`src/trd_defs.vh`:
```
// shared constants for the trinary remote decoder
`ifndef TRD_DEFS_VH
`define TRD_DEFS_VH

`define TRD_CLK_NS 8
`define TRD_TICK_NS 1000
`define TRD_CELL_TICKS 8'h10
`define TRD_SAMPLE_TICK 8'h08
`define TRD_WORD_GAP_TICKS 8'h20
`define TRD_SEQ_GAP_TICKS 8'h80
`define TRD_IDLE_MAX 8'hFF

`define TRD_DIGITS 9
`define TRD_WORD_W 18
`define TRD_LAST_BIT 5'h11
`define TRD_FIFO_W 19
`define TRD_FIFO_DEPTH 16
`define TRD_FIFO_AW 4
`define TRD_MARK_BIT 18
`define TRD_ADDR5_HI 17
`define TRD_ADDR5_LO 8

`define TRD_DIG_LOW 2'h0
`define TRD_DIG_OPEN 2'h2
`define TRD_DIG_HIGH 2'h3

`define TRD_RX_IDLE 2'h0
`define TRD_RX_BIT 2'h1
`define TRD_RX_WAIT 2'h2

`define TRD_CMP_IDLE 1'b0
`define TRD_CMP_CHECK 1'b1

`endif

```
`src/trd_fifo.v`:
```
// word fifo with registered read data between receiver and comparator
`timescale 1ns/1ps
module trd_fifo #(
    parameter W = 19,
    parameter DEPTH = 16,
    parameter AW = 4
)
(
    input wire clk,
    input wire nrst,
    input wire in_valid,
    input wire [W-1:0] in_data,
    output wire in_ready,
    output reg out_valid,
    output reg [W-1:0] out_data,
    input wire out_ready
);
    reg [W-1:0] mem [0:DEPTH-1];
    reg [AW-1:0] wr_ptr_reg;
    reg [AW-1:0] rd_ptr_reg;
    reg [AW:0] count_reg;
    wire do_wr;
    wire do_rd;
    wire mem_empty;

    assign mem_empty = (count_reg == {(AW+1){1'b0}});
    assign in_ready = (count_reg != DEPTH[AW:0]);
    assign do_wr = in_valid && in_ready;
    // refill the output stage when it is empty or being taken this cycle
    assign do_rd = !mem_empty && (!out_valid || out_ready);

    always @(posedge clk)
    begin
        if (do_wr)
        begin
            mem[wr_ptr_reg] <= in_data;
        end
    end

    always @(posedge clk)
    begin
        if (!nrst)
        begin
            wr_ptr_reg <= {AW{1'b0}};
            rd_ptr_reg <= {AW{1'b0}};
            count_reg <= {(AW+1){1'b0}};
            out_valid <= 1'b0;
            out_data <= {W{1'b0}};
        end
        else
        begin
            if (do_wr)
            begin
                wr_ptr_reg <= wr_ptr_reg + 1'b1;
            end
            if (do_rd)
            begin
                rd_ptr_reg <= rd_ptr_reg + 1'b1;
                out_data <= mem[rd_ptr_reg];
                out_valid <= 1'b1;
            end
            else if (out_ready)
            begin
                out_valid <= 1'b0;
            end
            if (do_wr && !do_rd)
            begin
                count_reg <= count_reg + 1'b1;
            end
            else if (!do_wr && do_rd)
            begin
                count_reg <= count_reg - 1'b1;
            end
        end
    end
endmodule

```
`src/trd_decoder.v`:
```
// trinary remote decoder: serial receiver, word fifo and pair confirmation
`timescale 1ns/1ps
`include "trd_defs.vh"
module trd_decoder
(
    input wire CLK,
    input wire NRST,
    input wire SERIAL_IN,
    input wire ADDR_ONLY_MODE,
    input wire [17:0] LOCAL_ADDR_DIGITS,
    output reg DATA_OUT_BIT0,
    output reg DATA_OUT_BIT1,
    output reg DATA_OUT_BIT2,
    output reg DATA_OUT_BIT3,
    output reg VALID_FRAME_FLAG,
    output reg WORD_OVERRUN
);
    localparam SYNC_W = 20;
    localparam TICK_FULL = ((`TRD_TICK_NS + `TRD_CLK_NS - 1) / `TRD_CLK_NS);
    localparam [6:0] TICK_CYC = TICK_FULL[6:0];

    // pin synchroniser: three stages, a change counts once stages 2 and 3 agree
    reg [SYNC_W-1:0] s1_reg;
    reg [SYNC_W-1:0] s2_reg;
    reg [SYNC_W-1:0] s3_reg;
    reg [SYNC_W-1:0] filt_reg;
    wire [SYNC_W-1:0] filt_next;
    wire din;
    wire mode_addr_only;
    wire [`TRD_WORD_W-1:0] local_addr;

    assign filt_next = (s2_reg & s3_reg) | (filt_reg & (s2_reg | s3_reg));
    assign din = filt_reg[0];
    assign local_addr = filt_reg[`TRD_WORD_W:1];
    assign mode_addr_only = filt_reg[SYNC_W-1];

    always @(posedge CLK)
    begin
        if (!NRST)
        begin
            s1_reg <= {SYNC_W{1'b0}};
            s2_reg <= {SYNC_W{1'b0}};
            s3_reg <= {SYNC_W{1'b0}};
            filt_reg <= {SYNC_W{1'b0}};
        end
        else
        begin
            s1_reg <= {ADDR_ONLY_MODE, LOCAL_ADDR_DIGITS, SERIAL_IN};
            s2_reg <= s1_reg;
            s3_reg <= s2_reg;
            filt_reg <= filt_next;
        end
    end

    // timing tick divider replaces the external rc oscillator
    reg [6:0] div_reg;
    reg tick_reg;

    always @(posedge CLK)
    begin
        if (!NRST)
        begin
            div_reg <= 7'h00;
            tick_reg <= 1'b0;
        end
        else if (div_reg == TICK_CYC - 7'h01)
        begin
            div_reg <= 7'h00;
            tick_reg <= 1'b1;
        end
        else
        begin
            div_reg <= div_reg + 7'h01;
            tick_reg <= 1'b0;
        end
    end

    // serial receiver: every bit cell opens with a rising edge; level at the
    // sample point gives the bit, two bits give one digit
    reg [1:0] rx_state_reg;
    reg din_prev_reg;
    reg [7:0] idle_reg;
    reg [4:0] bit_cnt_reg;
    reg [`TRD_WORD_W-1:0] shift_reg;
    reg brk_pend_reg;
    reg word_done;
    reg word_abort;
    reg seq_end;
    wire rise;
    wire fifo_in_ready;
    wire fifo_in_valid;
    wire [`TRD_FIFO_W-1:0] fifo_in_data;
    wire [`TRD_WORD_W-1:0] word_full;

    assign rise = din && !din_prev_reg;
    assign word_full = {shift_reg[`TRD_WORD_W-2:0], din};

    always @*
    begin
        word_done = 1'b0;
        word_abort = 1'b0;
        seq_end = 1'b0;
        if (tick_reg)
        begin
            case (rx_state_reg)
                `TRD_RX_BIT:
                begin
                    word_done = !rise && (idle_reg == `TRD_SAMPLE_TICK)
                        && (bit_cnt_reg == `TRD_LAST_BIT);
                end
                `TRD_RX_WAIT:
                begin
                    word_abort = !rise && (idle_reg == `TRD_WORD_GAP_TICKS);
                end
                `TRD_RX_IDLE:
                begin
                    seq_end = !rise && (idle_reg == `TRD_SEQ_GAP_TICKS);
                end
                default:
                begin
                    word_abort = 1'b0;
                end
            endcase
        end
    end

    // a pending break marker goes ahead of any word so the pairing order holds
    assign fifo_in_valid = brk_pend_reg || word_done;
    assign fifo_in_data = brk_pend_reg ? {1'b1, {`TRD_WORD_W{1'b0}}} : {1'b0, word_full};

    always @(posedge CLK)
    begin
        if (!NRST)
        begin
            rx_state_reg <= `TRD_RX_IDLE;
            din_prev_reg <= 1'b0;
            idle_reg <= 8'h00;
            bit_cnt_reg <= 5'h00;
            shift_reg <= {`TRD_WORD_W{1'b0}};
            brk_pend_reg <= 1'b0;
            WORD_OVERRUN <= 1'b0;
        end
        else
        begin
            din_prev_reg <= din;
            if (rise)
            begin
                idle_reg <= 8'h00;
            end
            else if (tick_reg && idle_reg != `TRD_IDLE_MAX)
            begin
                idle_reg <= idle_reg + 8'h01;
            end
            case (rx_state_reg)
                `TRD_RX_IDLE:
                begin
                    if (rise)
                    begin
                        rx_state_reg <= `TRD_RX_BIT;
                        bit_cnt_reg <= 5'h00;
                    end
                end
                `TRD_RX_BIT:
                begin
                    if (tick_reg && idle_reg == `TRD_SAMPLE_TICK)
                    begin
                        shift_reg <= word_full;
                        bit_cnt_reg <= bit_cnt_reg + 5'h01;
                        rx_state_reg <= word_done ? `TRD_RX_IDLE : `TRD_RX_WAIT;
                    end
                end
                `TRD_RX_WAIT:
                begin
                    if (rise)
                    begin
                        rx_state_reg <= `TRD_RX_BIT;
                    end
                    else if (word_abort)
                    begin
                        rx_state_reg <= `TRD_RX_IDLE;
                    end
                end
                default:
                begin
                    rx_state_reg <= `TRD_RX_IDLE;
                end
            endcase
            // a lost word breaks consecutiveness just as a gap does
            if (word_abort || seq_end || (fifo_in_valid && !fifo_in_ready)
                || (word_done && brk_pend_reg))
            begin
                brk_pend_reg <= 1'b1;
            end
            else if (brk_pend_reg && fifo_in_ready)
            begin
                brk_pend_reg <= 1'b0;
            end
            if (word_done && (!fifo_in_ready || brk_pend_reg))
            begin
                WORD_OVERRUN <= 1'b1;
            end
        end
    end

    wire fifo_out_valid;
    wire [`TRD_FIFO_W-1:0] fifo_out_data;
    wire fifo_out_ready;

    trd_fifo #(
        .W(`TRD_FIFO_W),
        .DEPTH(`TRD_FIFO_DEPTH),
        .AW(`TRD_FIFO_AW)
    ) u_fifo (
        .clk(CLK),
        .nrst(NRST),
        .in_valid(fifo_in_valid),
        .in_data(fifo_in_data),
        .in_ready(fifo_in_ready),
        .out_valid(fifo_out_valid),
        .out_data(fifo_out_data),
        .out_ready(fifo_out_ready)
    );

    // comparator: load a word, check it next cycle, so it drains every other cycle
    reg cmp_state_reg;
    reg [`TRD_FIFO_W-1:0] cur_reg;
    reg prev_ok_reg;
    reg [3:0] prev_data_reg;
    wire [3:0] cur_data;
    wire addr_match;
    wire is_mark;

    assign fifo_out_ready = (cmp_state_reg == `TRD_CMP_IDLE);
    assign is_mark = cur_reg[`TRD_MARK_BIT];
    // a high digit is a one, low or open reads as zero
    assign cur_data = {cur_reg[1:0] == `TRD_DIG_HIGH, cur_reg[3:2] == `TRD_DIG_HIGH,
        cur_reg[5:4] == `TRD_DIG_HIGH, cur_reg[7:6] == `TRD_DIG_HIGH};
    assign addr_match = mode_addr_only
        ? (cur_reg[`TRD_WORD_W-1:0] == local_addr)
        : (cur_reg[`TRD_ADDR5_HI:`TRD_ADDR5_LO]
            == local_addr[`TRD_ADDR5_HI:`TRD_ADDR5_LO]);

    always @(posedge CLK)
    begin
        if (!NRST)
        begin
            cmp_state_reg <= `TRD_CMP_IDLE;
            cur_reg <= {`TRD_FIFO_W{1'b0}};
            prev_ok_reg <= 1'b0;
            prev_data_reg <= 4'h0;
            DATA_OUT_BIT0 <= 1'b0;
            DATA_OUT_BIT1 <= 1'b0;
            DATA_OUT_BIT2 <= 1'b0;
            DATA_OUT_BIT3 <= 1'b0;
            VALID_FRAME_FLAG <= 1'b0;
        end
        else
        begin
            case (cmp_state_reg)
                `TRD_CMP_IDLE:
                begin
                    if (fifo_out_valid)
                    begin
                        cur_reg <= fifo_out_data;
                        cmp_state_reg <= `TRD_CMP_CHECK;
                    end
                end
                `TRD_CMP_CHECK:
                begin
                    cmp_state_reg <= `TRD_CMP_IDLE;
                    if (is_mark || !addr_match)
                    begin
                        prev_ok_reg <= 1'b0;
                        VALID_FRAME_FLAG <= 1'b0;
                    end
                    else
                    begin
                        prev_ok_reg <= 1'b1;
                        prev_data_reg <= cur_data;
                        if (prev_ok_reg && (mode_addr_only || cur_data == prev_data_reg))
                        begin
                            VALID_FRAME_FLAG <= 1'b1;
                            DATA_OUT_BIT0 <= cur_data[0];
                            DATA_OUT_BIT1 <= cur_data[1];
                            DATA_OUT_BIT2 <= cur_data[2];
                            DATA_OUT_BIT3 <= cur_data[3];
                        end
                        else if (prev_ok_reg)
                        begin
                            VALID_FRAME_FLAG <= 1'b0;
                        end
                    end
                end
                default:
                begin
                    cmp_state_reg <= `TRD_CMP_IDLE;
                end
            endcase
        end
    end
endmodule

```
`config.mk`:
```
export PLATFORM = sky130hd
export DESIGN_NAME = trd_decoder
export DESIGN_NICKNAME = d
export VERILOG_FILES = /design/src/trd_fifo.v /design/src/trd_decoder.v
export VERILOG_INCLUDE_DIRS = /design/src
export SDC_FILE = /design/constraint.sdc
export NUM_CORES = 1
export LEC_CHECK = 0
export ABC_AREA = 1
export BUFFER_PORTS_ARGS = -buffer_cell sky130_fd_sc_hd__buf_2
export CAP_MARGIN = 20
export CORE_MARGIN = 2
export CORE_UTILIZATION = 30
export DETAILED_ROUTE_END_ITERATION = 12
export MAX_ROUTING_LAYER = met4
export SETUP_SLACK_MARGIN = 0.02
export SYNTH_ARGS = -nofsm -noshare
export SYNTH_HDL_FRONTEND = slang
export SYNTH_SLANG_ARGS = --single-unit
export TNS_END_PERCENT = 100
```
`constraint.sdc`:
```
create_clock -name CLK -period 3.62 [get_ports CLK]
set_input_delay 0.362 -clock CLK [delete_from_list [all_inputs] [get_ports CLK]]
set_output_delay 0.362 -clock CLK [all_outputs]
set_load 0.05 [all_outputs]
```
== After elaboration in Yosys (flattened, before gate mapping) ==
Memories as Yosys holds them, arrays and structs flattened. A register that Yosys moved wholly into a read port is not among the register bits.
Index checks and enable logic that the tools add are counted.

* Add/sub/neg operators: 7
* Equality and inequality tests: 20
* Muxes and demuxes: 32
* Bitwise logic cells: 7
* Reduce and logical (&&, ||, !) cells: 48

{| class="wikitable"
|+ Operator list
! operator !! count
|-
| bitwise AND 20 bit || 2
|-
| OR 20 bit || 2
|-
| two-way mux 5 bit || 4
|-
| two-way mux 1 bit || 19
|-
| two-way mux 19 bit || 1
|-
| == test 18 bit || 1
|-
| logical AND 1 bit || 16
|-
| adder 5 x 1 -> 5 bit, second input constant || 2
|-
| == test 10 bit || 1
|-
| == test 2 bit, second input constant || 5
|-
| two-way mux 2 bit || 5
|-
| one-hot mux 5 bit (2 select lines) || 1
|-
| logical NOT 1 bit || 9
|-
| AND reduction 3 bit || 3
|-
| adder 4 x 1 -> 4 bit, second input constant || 2
|-
| adder 8 x 1 -> 8 bit, second input constant || 1
|-
| == test 8 x 4 -> 1 bit, second input constant || 1
|-
| == test 8 x 6 -> 1 bit, second input constant || 1
|-
| == test 8 bit, second input constant || 1
|-
| logical OR 1 bit || 8
|-
| != test 8 bit, second input constant || 1
|-
| AND reduction 2 bit || 4
|-
| adder 7 x 1 -> 7 bit, second input constant || 1
|-
| == test 7 bit, second input constant || 1
|-
| 16 further kinds || 22
|}

* Register bits: 167
* RAM bits: 304
* Input bits: 22
* Output and inout bits: 6
* Memories: 1

{| class="wikitable"
|+ Memory list
! name !! words !! bits a word !! rd ports !! clocked after memory_dff !! write ports !! RTL line !! text
|-
| u_fifo.mem || 16 || 19 || 1 || 1 || 1 || trd_fifo.v:18 || <nowiki>reg [W-1:0] mem [0:DEPTH-1];</nowiki>
|}

== Longest topological paths before layout ==
Gate-level depths: netlist of run 1.

* Word-level depth: 13
* Depth in mapped cells: 18
* Gate-level depth less buffers: 18

== Modules after synthesis ==
Synthesis of run 1 repeated with hierarchy kept, for this count alone.

* Cells, all modules: 2209
* Area, all modules: 20323.2 µm²

{| class="wikitable"
|+ Modules (own cells, without submodules)
! module !! instances !! cells an instance !! area an instance (µm²) !! seq. area each (µm²)
|-
| trd_fifo || 1 || 1410 || 14372.5 || 9789.4
|-
| trd_decoder || 1 || 799 || 5950.7 || 3062.9
|}

== Worst setup path before layout of run 1 ==
No wires, ideal clock.

* Path type: register to register
* Start: register idle_reg[0]
* End: register u_fifo.count_reg[4]
* Arrival time: 2.382 ns
* Path slack: 1.119 ns
* Cell stages (with the launch flop): 18
* Path buffers: 0
* Cell sequence: dfxtp_1 -> inv_1 -> ha_1 -> nand4_1 -> nor2_1 -> nand2_1 -> o21ai_2 -> nand2_2 -> clkinv_4 -> ha_1 -> inv_1 -> fa_1 -> a21oi_1 -> nor2_1 -> o21ai_0 -> nand3_1 -> o21ai_0 -> a21oi_1

* Cells in the longest elaborated chain, start to end: 10

{| class="wikitable"
|+ RTL lines
! item !! RTL line !! text
|-
| from (decl) || trd_decoder.v:82 || <nowiki>reg [7:0] idle_reg;</nowiki>
|-
| from (signal assigned) || trd_decoder.v:152 || <nowiki>idle_reg <= idle_reg + 8'h01;</nowiki>
|-
| == test 8 x 4 -> 1 bit (no source line) * || n/a ||
|-
| logical AND 1 bit * (2 in a row) || trd_decoder.v:108 || <nowiki>word_done = !rise && (idle_reg == `TRD_SAMPLE_TICK)</nowiki>
|-
| two-way mux 1 bit * || trd_decoder.v:105 || <nowiki>case (rx_state_reg)</nowiki>
|-
| two-way mux 1 bit * || trd_decoder.v:103 || <nowiki>if (tick_reg)</nowiki>
|-
| logical OR 1 bit * || trd_decoder.v:128 || <nowiki>assign fifo_in_valid = brk_pend_reg || word_done;</nowiki>
|-
| logical AND 1 bit * || trd_fifo.v:28 || <nowiki>assign do_wr = in_valid && in_ready;</nowiki>
|-
| named net u_fifo.do_wr || trd_fifo.v:22 || <nowiki>wire do_wr;</nowiki>
|-
| logical NOT 1 bit || trd_fifo.v:70 || <nowiki>else if (!do_wr && do_rd)</nowiki>
|-
| logical AND 1 bit || trd_fifo.v:70 ||
|-
| nonzero test 2 bit (no source line) || n/a ||
|-
| to (signal assigned) || trd_fifo.v:46 || <nowiki>count_reg <= {(AW+1){1'b0}};</nowiki>
|-
| to (signal assigned) || trd_fifo.v:68 || <nowiki>count_reg <= count_reg + 1'b1;</nowiki>
|-
| to (signal assigned) || trd_fifo.v:72 || <nowiki>count_reg <= count_reg - 1'b1;</nowiki>
|-
| to (decl) || trd_fifo.v:21 || <nowiki>reg [AW:0] count_reg;</nowiki>
|}

The timed path passes the listed nets; every way through them passes the cells marked *.
A chain may end at the register's enable or synchronous reset.

== Worst setup path after layout of run 1 ==
Same ends and word-level chain as after synthesis.

==> results of run 1 <==
==> final cells by class <==
| cell class | instances | area, um^2 | area share, % |
|---|---|---|---|
| timing repair buffer | 94 | 709 | 3.19 |
| sequential | 490 | 12900 | 57.9 |
| clock buffer | 62 | 1360 | 6.12 |
| inverter | 192 | 731 | 3.29 |
| tap | 846 | 1060 | 4.77 |
| multi-input combinational | 1053 | 5240 | 23.6 |
| clock inverter | 34 | 245 | 1.10 |
==> tightest hold or removal path, delay by kind of cell <==
kind | cells | cell delay [ns]
buffers and inverters | 2 | 0.29
AND/OR/NAND/NOR | 1 | 0.11
==> worst max path at each step <==
stage | from | end | slack [ns] | cells after the start
after detailed placement | idle_reg[0] | u_fifo.count_reg[4] | 0.74 | 17
final | idle_reg[0] | u_fifo.count_reg[4] | 0.69 | 17
after global placement | idle_reg[0] | u_fifo.count_reg[4] | 0.79 | 17
after CTS | idle_reg[0] | u_fifo.count_reg[4] | 0.69 | 17
after global routing | idle_reg[0] | u_fifo.count_reg[4] | 0.48 | 17
after floorplan | idle_reg[0] | u_fifo.count_reg[4] | 1.12 | 17
==> synthesized netlist by cell type, types with 15 or more instances <==
library cell  number
a21oi_1           85
o211ai_1          24
nand2_1          204
ha_1              15
o22ai_1           24
o21ai_0          218
clkbuf_1          59
edfxtp_1         304
o221ai_1          52
nor2_1           300
nand3_1           61
inv_1            185
dfxtp_1          186
buf_2             29
==> what timing repair did <==
| item | in CTS | in global routing |
|---|---|---|
| endpoints found under the setup margin | 0 | 0 |
| endpoints found under the hold margin | 20 | 0 |
| hold buffers | 20 | 0 |
| setup buffers | 0 | 0 |
==> power groups by stage <==
stage	Combinational [mW]	Clock, mW	Sequential (mW)
after global placement	2.54	0	6.37
after CTS	2.64	5.12	6.26
final	2.62	5.01	6.26
after detailed placement	2.61	0	6.38
after global routing	2.95	5.29	6.29
after floorplan	1.89	0	6.31
==> stage by stage <==
stage	power [mW]	worst slack, ns
finish	13.9	0.694
global route	14.5	0.478
CTS	14.0	0.687
detailed placement	8.99	0.741
global placement	8.91	0.788
floorplan	8.19	1.12
==> cells by family after synthesis <==
| kind of cell | count (synthesis) | share of synthesized area (%) |
|---|---|---|
| DFF | 490 | 66.9 |
| and+or+nand+nor | 602 | 12.7 |
| adders and majority gates | 16 | 1.08 |
| buffers and inverters | 287 | 5.97 |
| AOI/OAI and AO/OA | 418 | 12.6 |
| xor gates and xnor gates | 17 | 0.775 |
==> layer usage <==
layer | global-route usage [%] | part of all wire (%) | vias to the layer above
met5 | - | 0 | -
met4 | 5.22 | 3.0 | 0
met2 | 23.6 | 48 | 348
li1 | - | - | 6371
met3 | 1.81 | 5.4 | 87
met1 | 17.3 | 43 | 6466
==> flow_metrics.env, run 1 <==
export IMPL_design_area_um2=22200
export IMPL_synth_cells=1830
export IMPL_comb_power_share_pct=18.9
export IMPL_end_kind="register"
export IMPL_layout_drive_gt1_share_pct=9.87
export IMPL_antenna_cells=0
export IMPL_p_sw_share_pct=30.2
export IMPL_final_common_cell="edfxtp_1"
export IMPL_synth_area_um2=19200
export IMPL_timing_max_cap_violations=0
export IMPL_cts_sinks=490
export IMPL_post_route_util_pct=35.1
export IMPL_ys_types=44
export IMPL_grt_antenna_before_repair=0
export IMPL_grt_max_degree=97
export IMPL_hold_path_end="s3_reg[19]"
export IMPL_finalSetupViolations=0
export IMPL_synth_async_reset_ratio_pct=0
export IMPL_clock_latency_ns=0.60
export IMPL_startpoint_type="register"
export IMPL_layout_nets=1920
export IMPL_hp_class="input pin to register"
export IMPL_synth_flop_cell="edfxtp_1"
export IMPL_nFillCells=6172
export IMPL_fp_dieW_um=257
export IMPL_yosysTopAreaCell="edfxtp_1"
export IMPL_crit_family="adder cells"
export IMPL_skew_ns=0.0238
export IMPL_finalSetupTns_ns=0
export IMPL_synth_fp_nets=1868
export IMPL_cp_required_ns=4.09
export IMPL_drt_pass1_iterations=5
export IMPL_p_leak_nw=7.67
export IMPL_crit_buf_inv=3
export IMPL_ys_seq_area_share_pct=66.9
export IMPL_drv_slew=0
export IMPL_synth_edf_count=304
export IMPL_hold_viol_final=0
export IMPL_power_density_nw_per_um2=626
export IMPL_crit_path_top_delay_cell="fa_1"
export IMPL_cts_tree="done"
export IMPL_crit_chain="inv_1 -> ha_1 -> nand4_1 -> nor2_1 -> nand2_1 -> o21ai_2 -> nand2_2 -> clkinv_4 -> ha_1 -> inv_1 -> fa_1 -> a21oi_1 -> nor2_1 -> o21ai_0 -> nand3_1 -> o21ai_0 -> a21oi_1"
export IMPL_min_from="NRST"
export IMPL_ant_nets=0
export IMPL_max_slew_margin_pct=29.0
export IMPL_syn_to_final_growth_pct=15.6
export IMPL_top_register="u_fifo.mem"
export IMPL_layout_cells_non_filler=2771
export IMPL_hold_depth=3
export IMPL_critPathMaxFanout=7
export IMPL_r2r_cells=17
export IMPL_grt_setup_unrepaired="no"
export IMPL_synthTopCellsByArea="edfxtp_1, dfxtp_1, nor2_1"
export IMPL_cts_root_buf="clkbuf_16"
export IMPL_cts_repair_resize_count=0
export IMPL_grt_pass1_vias=12900
export IMPL_num_vias=13300
export IMPL_peakVddDrop_uv=484
export IMPL_dieArea_um2=66000
export IMPL_slowest_delay_ns=0.42
export IMPL_gp_congestion=0.831
export IMPL_fmax_ghz=0.342
export IMPL_cts_htree_levels=2
export IMPL_wirelength_um=45900
export IMPL_p_clk_share_pct=36.1
export IMPL_rows=92
export IMPL_mostFrequentLayoutCells="edfxtp_1, nor2_1, o21ai_0"
export IMPL_dpl_cell_count=2649
export IMPL_cts_buffer_depth=3
export IMPL_period_needed_ns=2.93
export IMPL_dp_hpwl_um=26200
export IMPL_status="finished, final reports clean"
export IMPL_drc_errors=0
export IMPL_core_area_um2=63200
export IMPL_numCtsBuffers=51
export IMPL_tightest_slew_ns=1.06
export IMPL_p_int_mw=9.71
export IMPL_seqPwrFrac_pct=45.1
export IMPL_synth_seq_cells=490
export IMPL_grt_pass1_wl_um=71200
export IMPL_p_sw_mw=4.19
export IMPL_final_period_utilization_pct=80.8
export IMPL_largest_register_ffs=304
export IMPL_first_iter_violations=1054
export IMPL_critical_path_class="register to register"
export IMPL_dpl_cell_area_um2=20300
export IMPL_clk_pin_slew_ns=0.06
export IMPL_ys_warn_count=0
export IMPL_cp_arrival_ns=3.39
export IMPL_overflow=0
export IMPL_whs_ns=0.233
export IMPL_grt_total_usage_pct=14.1
export IMPL_port_buffers=27
export IMPL_rrSetupSlack_ns=0.69
export IMPL_timing_rr_start="idle_reg[0]"
export IMPL_ios=28
export IMPL_start_util_pct=30.4
export IMPL_die_h_um=257
export IMPL_synth_avg_cell_area_um2=10.5
export IMPL_yosys_area_top_type_share_pct=47.5
export IMPL_worstReg2RegEnd="u_fifo.count_reg[4]"
export IMPL_viasPerCell=4.79
export IMPL_wl_per_cell_um=16.6
Note: power is estimated with default switching activity, not from simulation.
==> inputs of run 2 (changes only) <==
==> constraint.sdc (replaced) <==
create_clock -name CLK -period 3 [get_ports CLK]
set_input_delay 0.3 -clock CLK [delete_from_list [all_inputs] [get_ports CLK]]
set_output_delay 0.3 -clock CLK [all_outputs]
set_load 0.05 [all_outputs]
==> run 2 against run 1 <==
Net effect:
- worst setup slack got worse by 0.44 ns
- largest cell class unchanged
- global-route usage barely moved
- register-to-register slack got worse by 0.44 ns
- clock power rose by 22%
- core utilization rose by 0.35 points
- wire length fell by 0.66%
- combinational power rose by 23%
- first-iteration DRC count rose by 5.6%
- critical path depth did not move
- count of clock-buffer cells in the layout rose by 12
==> flow_metrics.env, run 2 (synthesis gave the netlist of run 1 again) <==
export IMPL_status="finished, final reports clean"
export IMPL_crit_chain="inv_1 -> ha_1 -> nand4_1 -> nor2_1 -> nand2_1 -> o21ai_2 -> nand2_2 -> clkinv_4 -> ha_1 -> inv_2 -> fa_2 -> a21oi_1 -> nor2_1 -> o21ai_1 -> nand3_1 -> o21ai_0 -> a21oi_1"
export IMPL_met3WireLength_um=2350
export IMPL_design_power_total_mw=16.9
export IMPL_rows=92
export IMPL_numCtsBuffers=52
export IMPL_wl_met1_um=19900
export IMPL_grt_pass1_wl_um=71600
export IMPL_cts_tree="done"
export IMPL_critPathMaxFanout=7
export IMPL_drv_slew=0
export IMPL_first_iter_violations=1113
export IMPL_layout_drive_gt1_share_pct=10.7
export IMPL_hold_viol_final=0
export IMPL_grt_pass1_vias=12900
export IMPL_hp_class="input pin to register"
export IMPL_crit_buf_inv=3
export IMPL_finalSetupViolations=0
export IMPL_num_vias=13300
export IMPL_dpl_cell_count=2663
export IMPL_start_util_pct=30.4
export IMPL_syn_to_final_growth_pct=16.8
export IMPL_tightest_slew_ns=0.998
export IMPL_largest_register_ffs=304
export IMPL_fmax_ghz=0.364
export IMPL_dp_hpwl_um=27000
export IMPL_ios=28
export IMPL_end_kind="register"
export IMPL_top_layer_used="met4"
export IMPL_viasPerCell=4.77
export IMPL_overflow=0
export IMPL_top_register="u_fifo.mem"
export IMPL_seqPwrFrac_pct=44.9
export IMPL_period_needed_ns=2.75
export IMPL_layout_cells_non_filler=2783
export IMPL_layout_nets=1932
export IMPL_clk_pin_slew_ns=0.06
export IMPL_grt_setup_unrepaired="no"
export IMPL_grt_max_degree=79
export IMPL_slowest_delay_ns=0.36
export IMPL_wl_met2_um=21800
export IMPL_cp_required_ns=3.46
export IMPL_p_sw_mw=5.08
export IMPL_cts_root_buf="clkbuf_16"
export IMPL_rrSetupSlack_ns=0.25
export IMPL_port_buffers=27
export IMPL_cts_buffer_depth=3
export IMPL_antenna_cells=0
export IMPL_startpoint_type="register"
export IMPL_crit_family="adder cells"
export IMPL_gp_congestion=0.841
export IMPL_die_h_um=257
export IMPL_crit_path_top_delay_cell="fa_2"
export IMPL_skew_ns=0.0280
export IMPL_final_period_utilization_pct=91.6
export IMPL_p_leak_nw=7.76
export IMPL_dieArea_um2=66000
export IMPL_grt_antenna_before_repair=0
export IMPL_peakVddDrop_uv=430
export IMPL_fp_dieW_um=257
export IMPL_wl_per_cell_um=16.4
export IMPL_finalSetupTns_ns=0
export IMPL_grt_total_usage_pct=14.1
export IMPL_drc_errors=0
export IMPL_p_int_mw=11.9
export IMPL_wirelength_um=45600
export IMPL_final_common_cell="edfxtp_1"
export IMPL_drt_pass1_iterations=6
export IMPL_cts_sinks=490
export IMPL_power_density_nw_per_um2=755
export IMPL_ant_nets=0
export IMPL_critical_path_class="register to register"
export IMPL_p_sw_share_pct=30.0
export IMPL_mostFrequentLayoutCells="edfxtp_1, nor2_1, o21ai_0"
export IMPL_whs_ns=0.154
export IMPL_cts_htree_levels=2
export IMPL_comb_power_share_pct=19.0
export IMPL_cp_arrival_ns=3.20
export IMPL_timing_max_cap_violations=0
export IMPL_core_area_um2=63200
export IMPL_p_clk_share_pct=36.1
export IMPL_clock_latency_ns=0.59
export IMPL_max_slew_margin_pct=33.2
## run 2: worst register-to-register path: stages (launching register included)
cell and delay [ns]:
dfxtp_1 0.33, inv_1 0.10, ha_1 0.18, nand4_1 0.13, nor2_1 0.11, nand2_1 0.09, o21ai_2 0.20, nand2_2 0.11
clkinv_4 0.09, ha_1 0.18, inv_2 0.09, fa_2 0.36, a21oi_1 0.16, nor2_1 0.09, o21ai_1 0.12, nand3_1 0.09
o21ai_0 0.15, a21oi_1 0.05
## run 2: layout make-up
type / instances / area [um^2]
well taps: 846 / 1060
fillers: 6155 / 40800
repair buffers: 105 / 873
inverters: 192 / 731
clock buffers: 74 / 1520
flip-flops and latches: 490 / 12900
multi-input cells: 1053 / 5260
clock inverters: 23 / 131
## run 2: per-layer routing
metal	GRT usage, %	vias to the layer above
met5	-	-
li1	-	6405
met3	2.08	78
met2	23.1	333
met1	17.7	6459
met4	5.36	0
## run 2: stage by stage
step / setup slack [ns] / instance area (um^2) / util [%]
after floorplan: 0.499 / 19200 / -
after global placement: 0.197 / 20500 / 32.5
after detailed placement: 0.151 / 20500 / 32.5
after CTS: 0.131 / 22400 / 35.4
after global routing: 0.0491 / 22400 / 35.5
final: 0.253 / 22400 / 35.5
## run 2: power groups by stage
stage               sequential (mW)  clock, mW  combinational [mW]
floorplan                      7.61          0                2.28
global placement               7.72          0                3.14
detailed placement             7.73          0                3.19
CTS                            7.59       6.25                3.23
global route                   7.63       6.51                3.61
finish                         7.59       6.11                3.22
## run 2: timing repair
item / 4_1_cts / 5_1_grt
endpoints found under the setup margin: 0 / 2
gates resized for setup: 0 / 4
setup buffers: 0 / 2
endpoints found under the hold margin: 20 / 0
hold buffers: 20 / 0
## run 2: path summary, 6_finish.rpt
path          startpoint  depth (start not counted)              endpoint
max          idle_reg[0]                         17   u_fifo.count_reg[4]
min                 NRST                          3  u_fifo.rd_ptr_reg[2]
max reg2reg  idle_reg[0]                         17   u_fifo.count_reg[4]
min reg2reg   s1_reg[16]                          2            s2_reg[16]
==> inputs of run 3 (changes only) <==
--- a/config.mk
+++ b/config.mk
@@ -8,12 +8,11 @@
 export LEC_CHECK = 0
 export ABC_AREA = 1
 export BUFFER_PORTS_ARGS = -buffer_cell sky130_fd_sc_hd__buf_2
-export CAP_MARGIN = 20
 export CORE_MARGIN = 2
 export CORE_UTILIZATION = 30
 export DETAILED_ROUTE_END_ITERATION = 12
 export MAX_ROUTING_LAYER = met4
-export SETUP_SLACK_MARGIN = 0.02
+export SETUP_SLACK_MARGIN = 0.15
 export SYNTH_ARGS = -nofsm -noshare
 export SYNTH_HDL_FRONTEND = slang
 export SYNTH_SLANG_ARGS = --single-unit
==> constraint.sdc (replaced) <==
create_clock -name CLK -period 3 [get_ports CLK]
set_input_delay 0 -clock CLK [delete_from_list [all_inputs] [get_ports CLK]]
set_output_delay 0 -clock CLK [all_outputs]
set_load 0.05 [all_outputs]
==> run 3 against run 2 <==
Net effect:
- sequential power fell by 0.5%
- sequential share of layout area up 0.17 points
- design area decreased by 0.28%
- global-route usage fell by 0.17 points
- clock skew decreased by 0.015 ns
- fmax is 5.0% higher
- core utilization down 0.099 points
- first-iteration DRC count down 31%
- hold slack worse by 0.0095 ns
- wire length is 0.97% lower
- final cell count is 0.40% lower
- clock power decreased by 1%
- critical endpoint unchanged
- largest cell class unchanged
==> flow_metrics.env, run 3 (synthesis gave the netlist of run 1 again) <==
export IMPL_dp_hpwl_um=26600
export IMPL_p_sw_mw=4.98
export IMPL_layout_nets=1929
export IMPL_comb_power_share_pct=19.5
export IMPL_drv_slew=0
export IMPL_cts_sinks=490
export IMPL_grt_pass1_vias=13000
export IMPL_max_slew_margin_pct=23.3
export IMPL_num_vias=13300
export IMPL_critPathMaxFanout=5
export IMPL_period_needed_ns=2.62
export IMPL_r2r_cells=17
export IMPL_cts_root_buf="clkbuf_16"
export IMPL_rrSetupSlack_ns=0.38
export IMPL_grt_max_degree=155
export IMPL_wl_per_cell_um=16.3
export IMPL_grt_setup_unrepaired="no"
export IMPL_status="finished, final reports clean"
export IMPL_ant_nets=0
export IMPL_final_common_cell="edfxtp_1"
export IMPL_fp_dieW_um=257
export IMPL_startpoint_type="register"
export IMPL_grt_total_usage_pct=13.9
export IMPL_tightest_slew_ns=1.15
export IMPL_peakVddDrop_uv=480
export IMPL_grt_antenna_before_repair=0
export IMPL_start_util_pct=30.4
export IMPL_clock_latency_ns=0.58
export IMPL_timing_max_cap_violations=0
export IMPL_drt_pass1_iterations=5
export IMPL_finalSetupTns_ns=0
export IMPL_cts_buffer_depth=3
export IMPL_p_sw_share_pct=29.5
export IMPL_nFillCells=6232
export IMPL_post_route_util_pct=35.4
export IMPL_power_density_nw_per_um2=753
export IMPL_p_leak_nw=7.70
export IMPL_core_area_um2=63200
export IMPL_cts_tree="done"
export IMPL_largest_register_ffs=304
export IMPL_final_period_utilization_pct=87.2
export IMPL_syn_to_final_growth_pct=16.5
export IMPL_seqPwrFrac_pct=44.8
export IMPL_finalSetupViolations=0
export IMPL_cts_htree_levels=2
export IMPL_viasPerCell=4.79
export IMPL_timing_rr_start="idle_reg[0]"
export IMPL_worstReg2RegEnd="u_fifo.count_reg[4]"
export IMPL_end_kind="register"
export IMPL_rows=92
export IMPL_hold_depth=4
export IMPL_cp_required_ns=3.47
export IMPL_dieArea_um2=66000
export IMPL_port_buffers=27
export IMPL_numCtsBuffers=51
export IMPL_top_register="u_fifo.mem"
export IMPL_wirelength_um=45100
export IMPL_gp_congestion=0.781
export IMPL_fmax_ghz=0.382
export IMPL_overflow=0
export IMPL_critPathCapture="u_fifo.count_reg[4]"
export IMPL_hp_class="input pin to register"
export IMPL_first_iter_violations=772
export IMPL_drc_errors=0
export IMPL_antenna_cells=0
export IMPL_critical_path_class="register to register"
export IMPL_p_int_mw=11.9
export IMPL_cp_arrival_ns=3.08
export IMPL_grt_pass1_wl_um=71400
export IMPL_layout_drive_gt1_share_pct=10.2
export IMPL_startpoint="idle_reg[0]"
export IMPL_clk_pin_slew_ns=0.06
export IMPL_mostFrequentLayoutCells="edfxtp_1, nor2_1, o21ai_0"
export IMPL_die_h_um=257
export IMPL_skew_ns=0.0130
export IMPL_ios=28
export IMPL_hold_viol_final=0
export IMPL_p_clk_share_pct=35.7
run 3: cell count changes in the layout (fill, tap and decap cells not counted), moves of 3 or more:
cell       change
clkinv_2       -8
buf_4          -5
clkbuf_1       +5
clkbuf_8       -4
bufinv_16      +3
run 3: stage by stage:
stage | std cells | worst slack, ns | hold WS [ns] | instance area [um^2] | total power, mW
after floorplan | 1830 | 0.499 | 0.0976 | 19200 | 9.89
after global placement | 2659 | 0.145 | 0.180 | 20500 | 10.9
after detailed placement | 2659 | 0.129 | 0.185 | 20500 | 10.9
after CTS | 2770 | 0.177 | 0.113 | 22300 | 17.0
after global routing | 2772 | 0.139 | 0.150 | 22400 | 17.7
final | 2772 | 0.384 | 0.145 | 22400 | 16.8
run 3: repair_timing:
| action | in CTS | in global routing |
|---|---|---|
| hold endpoints to repair | 46 | 0 |
| resized for setup | 1 | 10 |
| setup buffers | 1 | 2 |
| endpoints found under the setup margin | 1 | 2 |
| hold buffers | 22 | 0 |
| pin swaps | 1 | 3 |
run 3: how the worst min path moves through the flow:
stage,startpoint,endpoint,slack (ns)
floorplan,SERIAL_IN,s1_reg[0],0.1
global placement,LOCAL_ADDR_DIGITS[1],s1_reg[2],0.18
detailed placement,LOCAL_ADDR_DIGITS[0],s1_reg[1],0.19
CTS,LOCAL_ADDR_DIGITS[13],s1_reg[14],0.11
global route,LOCAL_ADDR_DIGITS[10],s1_reg[11],0.15
finish,LOCAL_ADDR_DIGITS[10],s1_reg[11],0.14
run 3: metal layers:
metal / track usage, % / vias up / share of wire [%]
met5: - / - / 0
met4: 5.94 / 0 / 3.5
met3: 2.30 / 98 / 5.5
met2: 22.3 / 341 / 48
met1: 17.5 / 6441 / 43
li1: - / 6389 / -
run 3: final cells by class:
class	count	area [um^2]	area share (%)
clock inverters	15	145	0.649
well taps	846	1060	4.73
inverters	192	731	3.27
flip-flops and latches	490	12900	57.5
repair buffers	103	876	3.92
clock buffers	73	1430	6.40
multi-input cells	1053	5260	23.5
run 3: power groups by stage:
stage                     combinational, mW  clock [mW]  sequential (mW)
after floorplan                        2.28           0             7.61
after global placement                 3.20           0             7.68
after detailed placement               3.24           0             7.69
after CTS                              3.28        6.15             7.55
after global routing                   3.69        6.41             7.58
final                                  3.28        6.02             7.55
run 3: worst max-delay path, cell delays in order, from the launching register on:
cell,delay [ns]
dfxtp_2,0.34
inv_2,0.07
ha_2,0.18
nand4_1,0.12
nor2_1,0.13
nand2_1,0.09
o21ai_2,0.18
nand2_2,0.13
clkinv_4,0.07
ha_2,0.17
inv_2,0.07
fa_2,0.35
a21oi_1,0.14
nor2_1,0.07
o21ai_1,0.12
nand3_1,0.10
o21ai_1,0.13
a21oi_1,0.05
